**config.mk**
```make
export PLATFORM = sky130hd
export DESIGN_NAME = pmu_failsafe_pvtm_regs
export DESIGN_NICKNAME = d
export VERILOG_FILES = /design/src/design/pmu_failsafe_pkg.sv /design/src/design/pmu_failsafe_pvtm_regs.sv
export SDC_FILE = /design/constraint.sdc
export NUM_CORES = 1
export LEC_CHECK = 0
export CAP_MARGIN = 20
export CORE_MARGIN = 3
export CORE_UTILIZATION = 40
export DETAILED_ROUTE_END_ITERATION = 16
export DONT_BUFFER_PORTS = 1
export SYNTH_ARGS = -nofsm -noshare
export SYNTH_HDL_FRONTEND = slang
export SYNTH_SLANG_ARGS = --single-unit
```
**constraint.sdc**
```tcl
create_clock -name clk -period 16.15 [get_ports clk]
set_clock_uncertainty 0.05 [all_clocks]
set_input_delay 2.4225 -clock clk [delete_from_list [all_inputs] [get_ports clk]]
set_output_delay 2.4225 -clock clk [all_outputs]
set_load 0.01 [all_outputs]
```
**src/design/pmu_failsafe_pkg.sv**
```systemverilog
// Package: register map, field positions, reset values for the failsafe/monitor bank
package pmu_failsafe_pkg;

  // ----------------------------------------------------------------
  // Register offsets (byte addresses)
  // ----------------------------------------------------------------
  localparam logic [11:0] reset_hold_control_off   = 12'h104;
  localparam logic [11:0] por_pulse_width_off      = 12'h108;
  localparam logic [11:0] ddr_failsafe_control_off = 12'h10c;
  localparam logic [11:0] monitor_osc_control_off  = 12'h180;
  localparam logic [11:0] monitor_window_count_off = 12'h184;
  localparam logic [11:0] monitor_done_status_off  = 12'h190;
  localparam logic [11:0] monitor_freq_result_off  = 12'h194;
  localparam logic [11:0] irq_status_off           = 12'h1a0;
  localparam logic [11:0] irq_mask_off             = 12'h1a4;

  // ----------------------------------------------------------------
  // Valid bits and reset values
  // ----------------------------------------------------------------
  localparam logic [15:0] reset_hold_bits   = 16'h1fff;
  localparam logic [15:0] osc_ctrl_bits     = 16'h00ff;
  localparam logic [15:0] reset_hold_rst    = 16'h0000;
  localparam logic [15:0] osc_ctrl_rst      = 16'h0003;
  localparam logic [12:0] por_width_rst     = 13'h0000;
  localparam logic [8:0]  failsafe_rst      = 9'h048;
  localparam logic [8:0]  failsafe_bits     = 9'h17f;
  localparam logic [31:0] window_count_rst  = 32'h0000_0000;

  // ----------------------------------------------------------------
  // Field positions
  // ----------------------------------------------------------------
  localparam int hold_failsafe_bit = 12;
  localparam int lp_req_cfg_bit    = 8;
  localparam int ret_cfg_bit       = 6;
  localparam int ret_request_bit   = 5;
  localparam int clk_gate_en_bit   = 4;
  localparam int sref_en_bit       = 3;
  localparam int io_ret_en_bit     = 2;
  localparam int wdt_trig_en_bit   = 1;
  localparam int therm_trig_en_bit = 0;
  localparam int osc_en_bit        = 1;
  localparam int start_bit         = 0;
  localparam int div_lsb           = 2;
  localparam int div_msb           = 7;

  // Interrupt status/mask layout
  localparam int irq_done_bit      = 0;
  localparam int irq_failure_bit   = 1;
  localparam int irq_width         = 2;

  // ----------------------------------------------------------------
  // Failsafe sequence states
  // ----------------------------------------------------------------
  typedef enum logic [1:0] {
    fs_idle,
    fs_sref,
    fs_hold
  } failsafe_state_t;

endpackage

```
**src/design/pmu_failsafe_pvtm_regs.sv**
```systemverilog
// Power-management register slice: reset holds, POR pulse, DDR failsafe, ring-oscillator monitor
//
// The plain strobed port was decided locally.
`timescale 1ns/1ps
`default_nettype none

module pmu_failsafe_pvtm_regs #(
  parameter int addr_width = 12
) (
  // Clock and reset
  input  wire logic                  clk,
  input  wire logic                  reset,
  // Register port
  input  wire logic [addr_width-1:0] addr,
  input  wire logic [31:0]           wdata,
  input  wire logic                  wr_en,
  input  wire logic                  rd_en,
  output logic      [31:0]           rdata,
  // Reset holds and POR pulse
  output logic      [11:0]           soft_reset_hold,
  output logic                       failsafe_reset_hold,
  input  wire logic                  por_trigger,
  output logic                       por_pulse,
  // Failure triggers and DDR handshake (asynchronous pins)
  input  wire logic                  wdt_trigger,
  input  wire logic                  thermal_trigger,
  input  wire logic                  sref_ack,
  // DDR failsafe actions
  output logic                       ddr_lp_request,
  output logic                       ddr_sref_request,
  output logic                       ddr_clk_gate,
  output logic                       ddr_io_retention,
  output logic                       retention_request,
  // Ring-oscillator monitor
  input  wire logic                  ring_osc_in,
  output logic                       ring_osc_enable,
  output logic      [5:0]            clkout_div,
  // Interrupt
  output logic                       irq
);

  if (addr_width < 12) begin
    $error("addr_width must be at least 12");
  end

  // ----------------------------------------------------------------
  // Helpers
  // ----------------------------------------------------------------
  function automatic logic [15:0] masked_write(input logic [15:0] old,
                                               input logic [31:0] wd,
                                               input logic [15:0] valid);
    masked_write = ((old & ~wd[31:16]) | (wd[15:0] & wd[31:16])) & valid;
  endfunction

  function automatic logic hit(input logic [addr_width-1:0] a, input logic [11:0] off);
    hit = (a == addr_width'(off));
  endfunction

  // ----------------------------------------------------------------
  // State
  // ----------------------------------------------------------------
  localparam int irq_w = pmu_failsafe_pkg::irq_width;
  logic [15:0] reset_hold_ff;
  logic [12:0] por_width_ff;
  logic [8:0]  failsafe_ff;
  logic [15:0] osc_ctrl_ff;
  logic [31:0] window_count_ff;
  logic        done_ff;
  logic [31:0] result_ff;
  logic [irq_w-1:0] irq_status_ff;
  logic [irq_w-1:0] irq_mask_ff;
  logic [31:0] rdata_ff;
  logic [12:0] por_cnt_ff;
  logic        por_ff;
  logic [1:0]  wdt_sync_ff;
  logic [1:0]  therm_sync_ff;
  logic [1:0]  ack_sync_ff;
  logic [2:0]  osc_sync_ff;
  logic        measuring_ff;
  logic [31:0] window_left_ff;
  logic [31:0] edge_cnt_ff;
  logic        irq_ff;
  logic        lp_ff;
  logic        sref_ff;
  logic        gate_ff;
  logic        ioret_ff;
  logic        retreq_ff;
  pmu_failsafe_pkg::failsafe_state_t state_ff;
  pmu_failsafe_pkg::failsafe_state_t nxt_state;

  // ----------------------------------------------------------------
  // Address decode
  // ----------------------------------------------------------------
  wire sel_hold   = hit(addr, pmu_failsafe_pkg::reset_hold_control_off);
  wire sel_width  = hit(addr, pmu_failsafe_pkg::por_pulse_width_off);
  wire sel_fs     = hit(addr, pmu_failsafe_pkg::ddr_failsafe_control_off);
  wire sel_osc    = hit(addr, pmu_failsafe_pkg::monitor_osc_control_off);
  wire sel_window = hit(addr, pmu_failsafe_pkg::monitor_window_count_off);
  wire sel_done   = hit(addr, pmu_failsafe_pkg::monitor_done_status_off);
  wire sel_result = hit(addr, pmu_failsafe_pkg::monitor_freq_result_off);
  wire sel_istat  = hit(addr, pmu_failsafe_pkg::irq_status_off);
  wire sel_imask  = hit(addr, pmu_failsafe_pkg::irq_mask_off);

  logic [31:0] rd_mux;
  always_comb begin
    if (sel_hold) begin
      rd_mux = {16'h0000, reset_hold_ff};
    end else if (sel_width) begin
      rd_mux = {19'h00000, por_width_ff};
    end else if (sel_fs) begin
      rd_mux = {23'h000000, failsafe_ff};
    end else if (sel_osc) begin
      rd_mux = {16'h0000, osc_ctrl_ff};
    end else if (sel_window) begin
      rd_mux = window_count_ff;
    end else if (sel_done) begin
      rd_mux = {31'h00000000, done_ff};
    end else if (sel_result) begin
      rd_mux = result_ff;
    end else if (sel_istat) begin
      rd_mux = {30'h00000000, irq_status_ff};
    end else if (sel_imask) begin
      rd_mux = {30'h00000000, irq_mask_ff};
    end else begin
      rd_mux = 32'h0000_0000;
    end
  end

  // ----------------------------------------------------------------
  // Control registers
  // ----------------------------------------------------------------
  wire wr_hold  = wr_en && sel_hold;
  wire wr_osc   = wr_en && sel_osc;
  // Start pulse only when the start bit is actually written as one
  wire start_wr = wr_osc && wdata[16 + pmu_failsafe_pkg::start_bit]
                  && wdata[pmu_failsafe_pkg::start_bit];

  always_ff @(posedge clk or posedge reset) begin
    if (reset) begin
      reset_hold_ff   <= pmu_failsafe_pkg::reset_hold_rst;
      por_width_ff    <= pmu_failsafe_pkg::por_width_rst;
      failsafe_ff     <= pmu_failsafe_pkg::failsafe_rst;
      osc_ctrl_ff     <= pmu_failsafe_pkg::osc_ctrl_rst;
      window_count_ff <= pmu_failsafe_pkg::window_count_rst;
      irq_mask_ff     <= '0;
      rdata_ff        <= 32'h0000_0000;
    end else begin
      if (wr_hold) begin
        reset_hold_ff <= masked_write(reset_hold_ff, wdata,
                                      pmu_failsafe_pkg::reset_hold_bits);
      end
      if (wr_en && sel_width) begin
        por_width_ff <= wdata[12:0];
      end
      if (wr_en && sel_fs) begin
        failsafe_ff <= wdata[8:0] & pmu_failsafe_pkg::failsafe_bits;
      end
      if (wr_osc) begin
        osc_ctrl_ff <= masked_write(osc_ctrl_ff, wdata,
                                    pmu_failsafe_pkg::osc_ctrl_bits);
      end
      if (wr_en && sel_window) begin
        window_count_ff <= wdata;
      end
      if (wr_en && sel_imask) begin
        irq_mask_ff <= wdata[irq_w-1:0];
      end
      rdata_ff <= rd_en ? rd_mux : 32'h0000_0000;
    end
  end

  // ----------------------------------------------------------------
  // Synchronisers (second stage feeds logic and edge detect, never the first)
  // ----------------------------------------------------------------
  always_ff @(posedge clk or posedge reset) begin
    if (reset) begin
      wdt_sync_ff   <= 2'h0;
      therm_sync_ff <= 2'h0;
      ack_sync_ff   <= 2'h0;
      osc_sync_ff   <= 3'h0;
    end else begin
      wdt_sync_ff   <= {wdt_sync_ff[0], wdt_trigger};
      therm_sync_ff <= {therm_sync_ff[0], thermal_trigger};
      ack_sync_ff   <= {ack_sync_ff[0], sref_ack};
      osc_sync_ff   <= {osc_sync_ff[1:0], ring_osc_in};
    end
  end

  // ----------------------------------------------------------------
  // POR output pulse
  // ----------------------------------------------------------------
  // A trigger during a running pulse is ignored rather than stretching it
  always_ff @(posedge clk or posedge reset) begin
    if (reset) begin
      por_cnt_ff <= 13'h0000;
      por_ff     <= 1'b0;
    end else if (por_trigger && !por_ff) begin
      por_cnt_ff <= por_width_ff;
      por_ff     <= (por_width_ff != 13'h0000);
    end else if (por_cnt_ff > 13'h0001) begin
      por_cnt_ff <= por_cnt_ff - 13'h0001;
    end else begin
      por_cnt_ff <= 13'h0000;
      por_ff     <= 1'b0;
    end
  end

  // ----------------------------------------------------------------
  // DDR failsafe sequence
  // ----------------------------------------------------------------
  wire wdt_fail   = wdt_sync_ff[1] && failsafe_ff[pmu_failsafe_pkg::wdt_trig_en_bit];
  wire therm_fail = therm_sync_ff[1] && failsafe_ff[pmu_failsafe_pkg::therm_trig_en_bit];
  wire failure    = wdt_fail || therm_fail;
  wire sref_en    = failsafe_ff[pmu_failsafe_pkg::sref_en_bit];

  always_comb begin
    nxt_state = state_ff;
    case (state_ff)
      pmu_failsafe_pkg::fs_idle: begin
        if (failure) begin
          nxt_state = sref_en ? pmu_failsafe_pkg::fs_sref
                              : pmu_failsafe_pkg::fs_hold;
        end
      end
      pmu_failsafe_pkg::fs_sref: begin
        if (ack_sync_ff[1]) begin
          nxt_state = pmu_failsafe_pkg::fs_hold;
        end
      end
      default: begin
        nxt_state = pmu_failsafe_pkg::fs_hold;
      end
    endcase
  end

  // Once entered, the state holds until system reset so memory contents survive; each action follows its current enable bit
  wire in_sref   = (nxt_state == pmu_failsafe_pkg::fs_sref);
  wire in_hold   = (nxt_state == pmu_failsafe_pkg::fs_hold);
  wire active    = in_sref || in_hold;
  wire nxt_lp    = failsafe_ff[pmu_failsafe_pkg::lp_req_cfg_bit] ? active
                   : (in_hold && sref_en);
  wire nxt_sref  = active && sref_en;
  wire nxt_gate  = in_hold && failsafe_ff[pmu_failsafe_pkg::clk_gate_en_bit];
  wire nxt_ioret = in_hold && failsafe_ff[pmu_failsafe_pkg::io_ret_en_bit]
                   && failsafe_ff[pmu_failsafe_pkg::ret_cfg_bit];
  wire nxt_rreq  = active && failsafe_ff[pmu_failsafe_pkg::ret_request_bit];

  always_ff @(posedge clk or posedge reset) begin
    if (reset) begin
      state_ff  <= pmu_failsafe_pkg::fs_idle;
      lp_ff     <= 1'b0;
      sref_ff   <= 1'b0;
      gate_ff   <= 1'b0;
      ioret_ff  <= 1'b0;
      retreq_ff <= 1'b0;
    end else begin
      state_ff  <= nxt_state;
      lp_ff     <= nxt_lp;
      sref_ff   <= nxt_sref;
      gate_ff   <= nxt_gate;
      ioret_ff  <= nxt_ioret;
      retreq_ff <= nxt_rreq;
    end
  end

  // ----------------------------------------------------------------
  // Ring-oscillator frequency measurement
  // ----------------------------------------------------------------
  // Oscillator must be well below clk/2 to be counted reliably
  wire osc_on    = osc_ctrl_ff[pmu_failsafe_pkg::osc_en_bit];
  wire osc_edge  = osc_sync_ff[1] && !osc_sync_ff[2];
  wire win_end   = measuring_ff && (window_left_ff <= 32'h0000_0001);
  wire zero_win  = start_wr && osc_on && (window_count_ff == 32'h0000_0000);
  wire meas_done = win_end || zero_win;
  wire done_clr  = wr_en && sel_done && wdata[0];
  wire istat_rd  = rd_en && sel_istat;
  wire [irq_w-1:0] irq_events = {state_ff == pmu_failsafe_pkg::fs_idle && active, meas_done};

  always_ff @(posedge clk or posedge reset) begin
    if (reset) begin
      measuring_ff   <= 1'b0;
      window_left_ff <= 32'h0000_0000;
      edge_cnt_ff    <= 32'h0000_0000;
      result_ff      <= 32'h0000_0000;
      done_ff        <= 1'b0;
    end else begin
      if (start_wr && osc_on && !zero_win) begin
        measuring_ff   <= 1'b1;
        window_left_ff <= window_count_ff;
        edge_cnt_ff    <= 32'h0000_0000;
      end else if (measuring_ff) begin
        window_left_ff <= window_left_ff - 32'h0000_0001;
        edge_cnt_ff    <= edge_cnt_ff + {31'h00000000, osc_edge && osc_on};
        if (win_end || !osc_on) begin
          measuring_ff <= 1'b0;
        end
      end
      if (win_end) begin
        result_ff <= edge_cnt_ff + {31'h00000000, osc_edge && osc_on};
      end else if (zero_win) begin
        result_ff <= 32'h0000_0000;
      end
      // Set wins over a clear in the same cycle
      if (meas_done) begin
        done_ff <= 1'b1;
      end else if (done_clr || start_wr) begin
        done_ff <= 1'b0;
      end
    end
  end

  // ----------------------------------------------------------------
  // Interrupt status, cleared by reading it
  // ----------------------------------------------------------------
  always_ff @(posedge clk or posedge reset) begin
    if (reset) begin
      irq_status_ff <= '0;
      irq_ff        <= 1'b0;
    end else begin
      irq_status_ff <= irq_events | (istat_rd ? '0 : irq_status_ff);
      irq_ff        <= |((irq_events | (istat_rd ? '0 : irq_status_ff)) & irq_mask_ff);
    end
  end

  // ----------------------------------------------------------------
  // Outputs
  // ----------------------------------------------------------------
  assign rdata               = rdata_ff;
  assign soft_reset_hold     = reset_hold_ff[11:0];
  assign failsafe_reset_hold = reset_hold_ff[pmu_failsafe_pkg::hold_failsafe_bit];
  assign por_pulse           = por_ff;
  assign ddr_lp_request      = lp_ff;
  assign ddr_sref_request    = sref_ff;
  assign ddr_clk_gate        = gate_ff;
  assign ddr_io_retention    = ioret_ff;
  assign retention_request   = retreq_ff;
  assign ring_osc_enable     = osc_ctrl_ff[pmu_failsafe_pkg::osc_en_bit];
  assign clkout_div          = osc_ctrl_ff[pmu_failsafe_pkg::div_msb:pmu_failsafe_pkg::div_lsb];
  assign irq                 = irq_ff;

endmodule

`default_nettype wire

```
==> metrics.md <==
| Metric | Value |
|---|---|
| HP Start | `wdt_sync_ff[0]` |
| ANT nets after route | `0` |
| Reg2Reg Depth | `8` |
| Largest net degree at the start of global routing | `107` |
| Initial antenna violation count | `1` |
| CP required | `16.50 ns` |
| Die X | `176 um` |
| R2R setup slack | `13.25 ns` |
| # IOs | `112` |
| Worst setup SP type | `input port` |
| Crit Reg-Reg Endpoint | `result_ff[22]` |
| Final-report max-slew violation count | `0` |
| Flop pwr share | `0.479` |
| Kind of critical path | `in -> reg` |
| Cells after synthesis | `1103` |
| Clock net sink count | `239` |
| Worst VDD drop | `0.0717 mV` |
| Cts repair resizes | `0` |
| WHS Endpoint | `wdt_sync_ff[1]` |
| Final WS setup | `11.61 ns` |
| Final hold vios | `0` |
| Via Count | `8396` |
| Pre-antenna DRT Iters | `5` |
| Final wirelength | `30.5 mm` |
| CTS root buf | `clkbuf_16` |
| Hpwl dp | `21.1 mm` |
| Hold path depth | `0` |
| PD cells | `103 nW/um^2` |
| Chip height | `176 um` |
| Max-cap violations | `0` |
| Post-route clock period utilization | `0.281` |
| Critical path capture point type | `register` |
| Worst path slowest cell | `nor4b_4` |
| Clock Path Buffers | `3` |
| Post-CTS setup buffers | `0` |
| Final setup fails | `0` |
| Total GRT Usage | `0.196` |
| Int Pwr | `994 uW` |
| Fin nets | `1134` |
| Area Growth Syn to Fin | `10.1%` |
| Leak | `0.00505 uW` |
| Crit path max fanout | `13` |
| Register area share after synthesis | `0.518` |
| CTS buffer count | `27` |
| Vias in the first global route | `8162` |
| Outcome | `complete, no violations` |
| Post-Syn Area | `11600 um^2` |
| Vias/cell | `5.70` |
| Switch share | `0.240` |
| Worst Path Buf+Inv | `0` |
| Commonest non-fill, non-tap cell in the layout | `dfrtp_1` |
| Ys async rst share | `1.00` |
| Setup WS pre-CTS | `11.09 ns` |
| Syn Area/Cell | `10.5 um^2` |
| P_sw | `313 uW` |
| DRT iter0 DRCs | `794` |
| Final TNS setup | `0 ns` |
| Logic gate share of total power | `0.073` |
| Most frequent cells in the layout | `235 x dfrtp_1, 104 x nand2_1, 76 x mux2_2` |
| # rows | `61` |
| Filler instances | `2632` |
| Full die area | `31000 um^2` |
| Fmax | `0.220 GHz` |
| Clock tree from TritonCTS | `yes` |
| HP Class | `reg -> reg` |
| Ys Warns | `0` |
| GPL Wtd Cong | `0.897` |
| Worst Tran Pin Value | `1.14 ns` |
| RSZ-0062 raised after global routing | `false` |
| Clock H-tree levels | `1` |
| Syn_nets | `1163` |
| EDFF count, synth | `0` |
| CP Cell Sequence | `or4b_1 -> or4_4 -> nor4b_4 -> nand2_1 -> mux2_1` |
| Crit path max-delay family | `simple AND/OR/NAND/NOR gates` |
| Clock transition at path regs | `0.06 ns` |
| CP arrival | `4.90 ns` |
| Netlist cell types | `66` |
| Core area | `28200 um^2` |
| First-pass GRT wire length | `48.4 mm` |
| CTS Hold Buffers Added | `0` |
| DRC | `0` |
| Clock power share | `0.448` |
| Seq cells post-synth | `239` |
| Largest stage delay on the critical path | `0.89 ns` |
| Number of port buffers | `0` |
| Rel. slew slack | `0.243` |
| WL/cell | `20.7 um` |
| Share of layout cells above drive strength 1 | `0.145` |
| Total gr overflow | `0` |
| Synth Flop Type | `dfrtp_1` |
| Worst-Skew Late Latency | `0.53 ns` |
| Tmin final | `4.54 ns` |
| Initial core utilization | `0.411` |
## power groups by stage
stage	logic [uW]	registers (uW)	clock network, uW
2_1_floorplan	77.4	633	0
3_5_place_dp	94.8	636	0
4_1_cts	95.5	625	597
3_3_place_gp	93.5	636	0
6_report	95.7	625	586
5_1_grt	108	627	626
## registers in the layout (all words and copies together) (netlist names), 3 cells and up, named ones only
signal / flops
rdata: 32
window_left_ff: 32
osc_sync_ff: 3
por_cnt_ff: 13
por_width_ff: 13
failsafe_ff: 8
window_count_ff: 32
edge_cnt_ff: 32
result_ff: 32
## worst max-delay path by stage
stage | startpoint | endpoint | slack [ns] | cells past startpoint
after detailed placement | addr[9] | register | 11.09 | 5
final | addr[9] | register | 11.61 | 5
after global placement | addr[9] | register | 11.11 | 5
after global routing | addr[9] | register | 11.57 | 5
after CTS | addr[9] | register | 11.63 | 5
after floorplan | reset | asynchronous set/reset pin | 7.12 | 1
## kinds of logic after synthesis
logic type | synth area share
xor gates and xnor gates | 0.0735
AOI/OAI and AO/OA | 0.0991
and+or+nand+nor | 0.188
buffers and inverters | 0.0326
muxes | 0.0819
DFF | 0.518
adders and majority gates | 0.00757
## stage by stage
step | total power [uW] | hold slack, ns | instances | area [um^2] | util
after floorplan | 711 | 0.281 | 1103 | 11600 | -
after global placement | 729 | 0.283 | 1421 | 11800 | 0.420
after detailed placement | 731 | 0.286 | 1421 | 11800 | 0.420
after CTS | 1320 | 0.300 | 1469 | 12700 | 0.450
after global routing | 1360 | 0.301 | 1472 | 12700 | 0.452
final | 1310 | 0.298 | 1472 | 12700 | 0.452
## final cells by class
cell class | count | area (um^2) | area share
Antenna cell | 1 | 2.50 | 0.000197
Clock buffer | 37 | 763 | 0.0600
Clock inverter | 11 | 80.1 | 0.00629
Inverter | 13 | 56.3 | 0.00442
Multi-Input combinational cell | 776 | 5200 | 0.409
Sequential cell | 239 | 5990 | 0.470
Tap cell | 378 | 473 | 0.0372
Timing Repair Buffer | 17 | 168 | 0.0132
## cell usage after synthesis (all sizes together) (3+ instances only)
master / n / area share
a22o: 3 / 0.0023
mux2i: 8 / 0.0069
and3: 11 / 0.0060
nand2: 104 / 0.034
o31ai: 9 / 0.0058
a21oi: 17 / 0.0074
a21boi: 6 / 0.0039
nor2b: 8 / 0.0043
and4: 9 / 0.0068
or4: 11 / 0.0075
nor2: 72 / 0.023
o2bb2ai: 12 / 0.0091
nand2b: 6 / 0.0032
o22ai: 3 / 0.0016
buf: 26 / 0.012
a22oi: 21 / 0.014
inv: 12 / 0.0039
xor2: 64 / 0.048
nor3b: 5 / 0.0032
clkbuf: 49 / 0.016
nor4b: 6 / 0.0069
o21ai: 77 / 0.033
xnor2: 33 / 0.025
nand4: 37 / 0.020
a222oi: 5 / 0.0043
dfrtp: 235 / 0.51
a21o: 4 / 0.0026
mux2: 77 / 0.075
ha: 7 / 0.0076
nor3: 26 / 0.011
and2: 15 / 0.0081
nor4: 24 / 0.015
nand3: 52 / 0.023
or3: 11 / 0.0060
or2: 6 / 0.0032
dfstp: 4 / 0.0091
o221ai: 4 / 0.0030
## routing by layer
metal / vias to the layer above / global-route usage / share of wire
met5: - / 0 / 0
met4: 0 / 0.0426 / 0.018
met3: 39 / 0.0361 / 0.058
met2: 205 / 0.303 / 0.46
met1: 4260 / 0.288 / 0.46
li1: 3892 / - / -
Note: power is estimated with default switching activity, not from simulation.
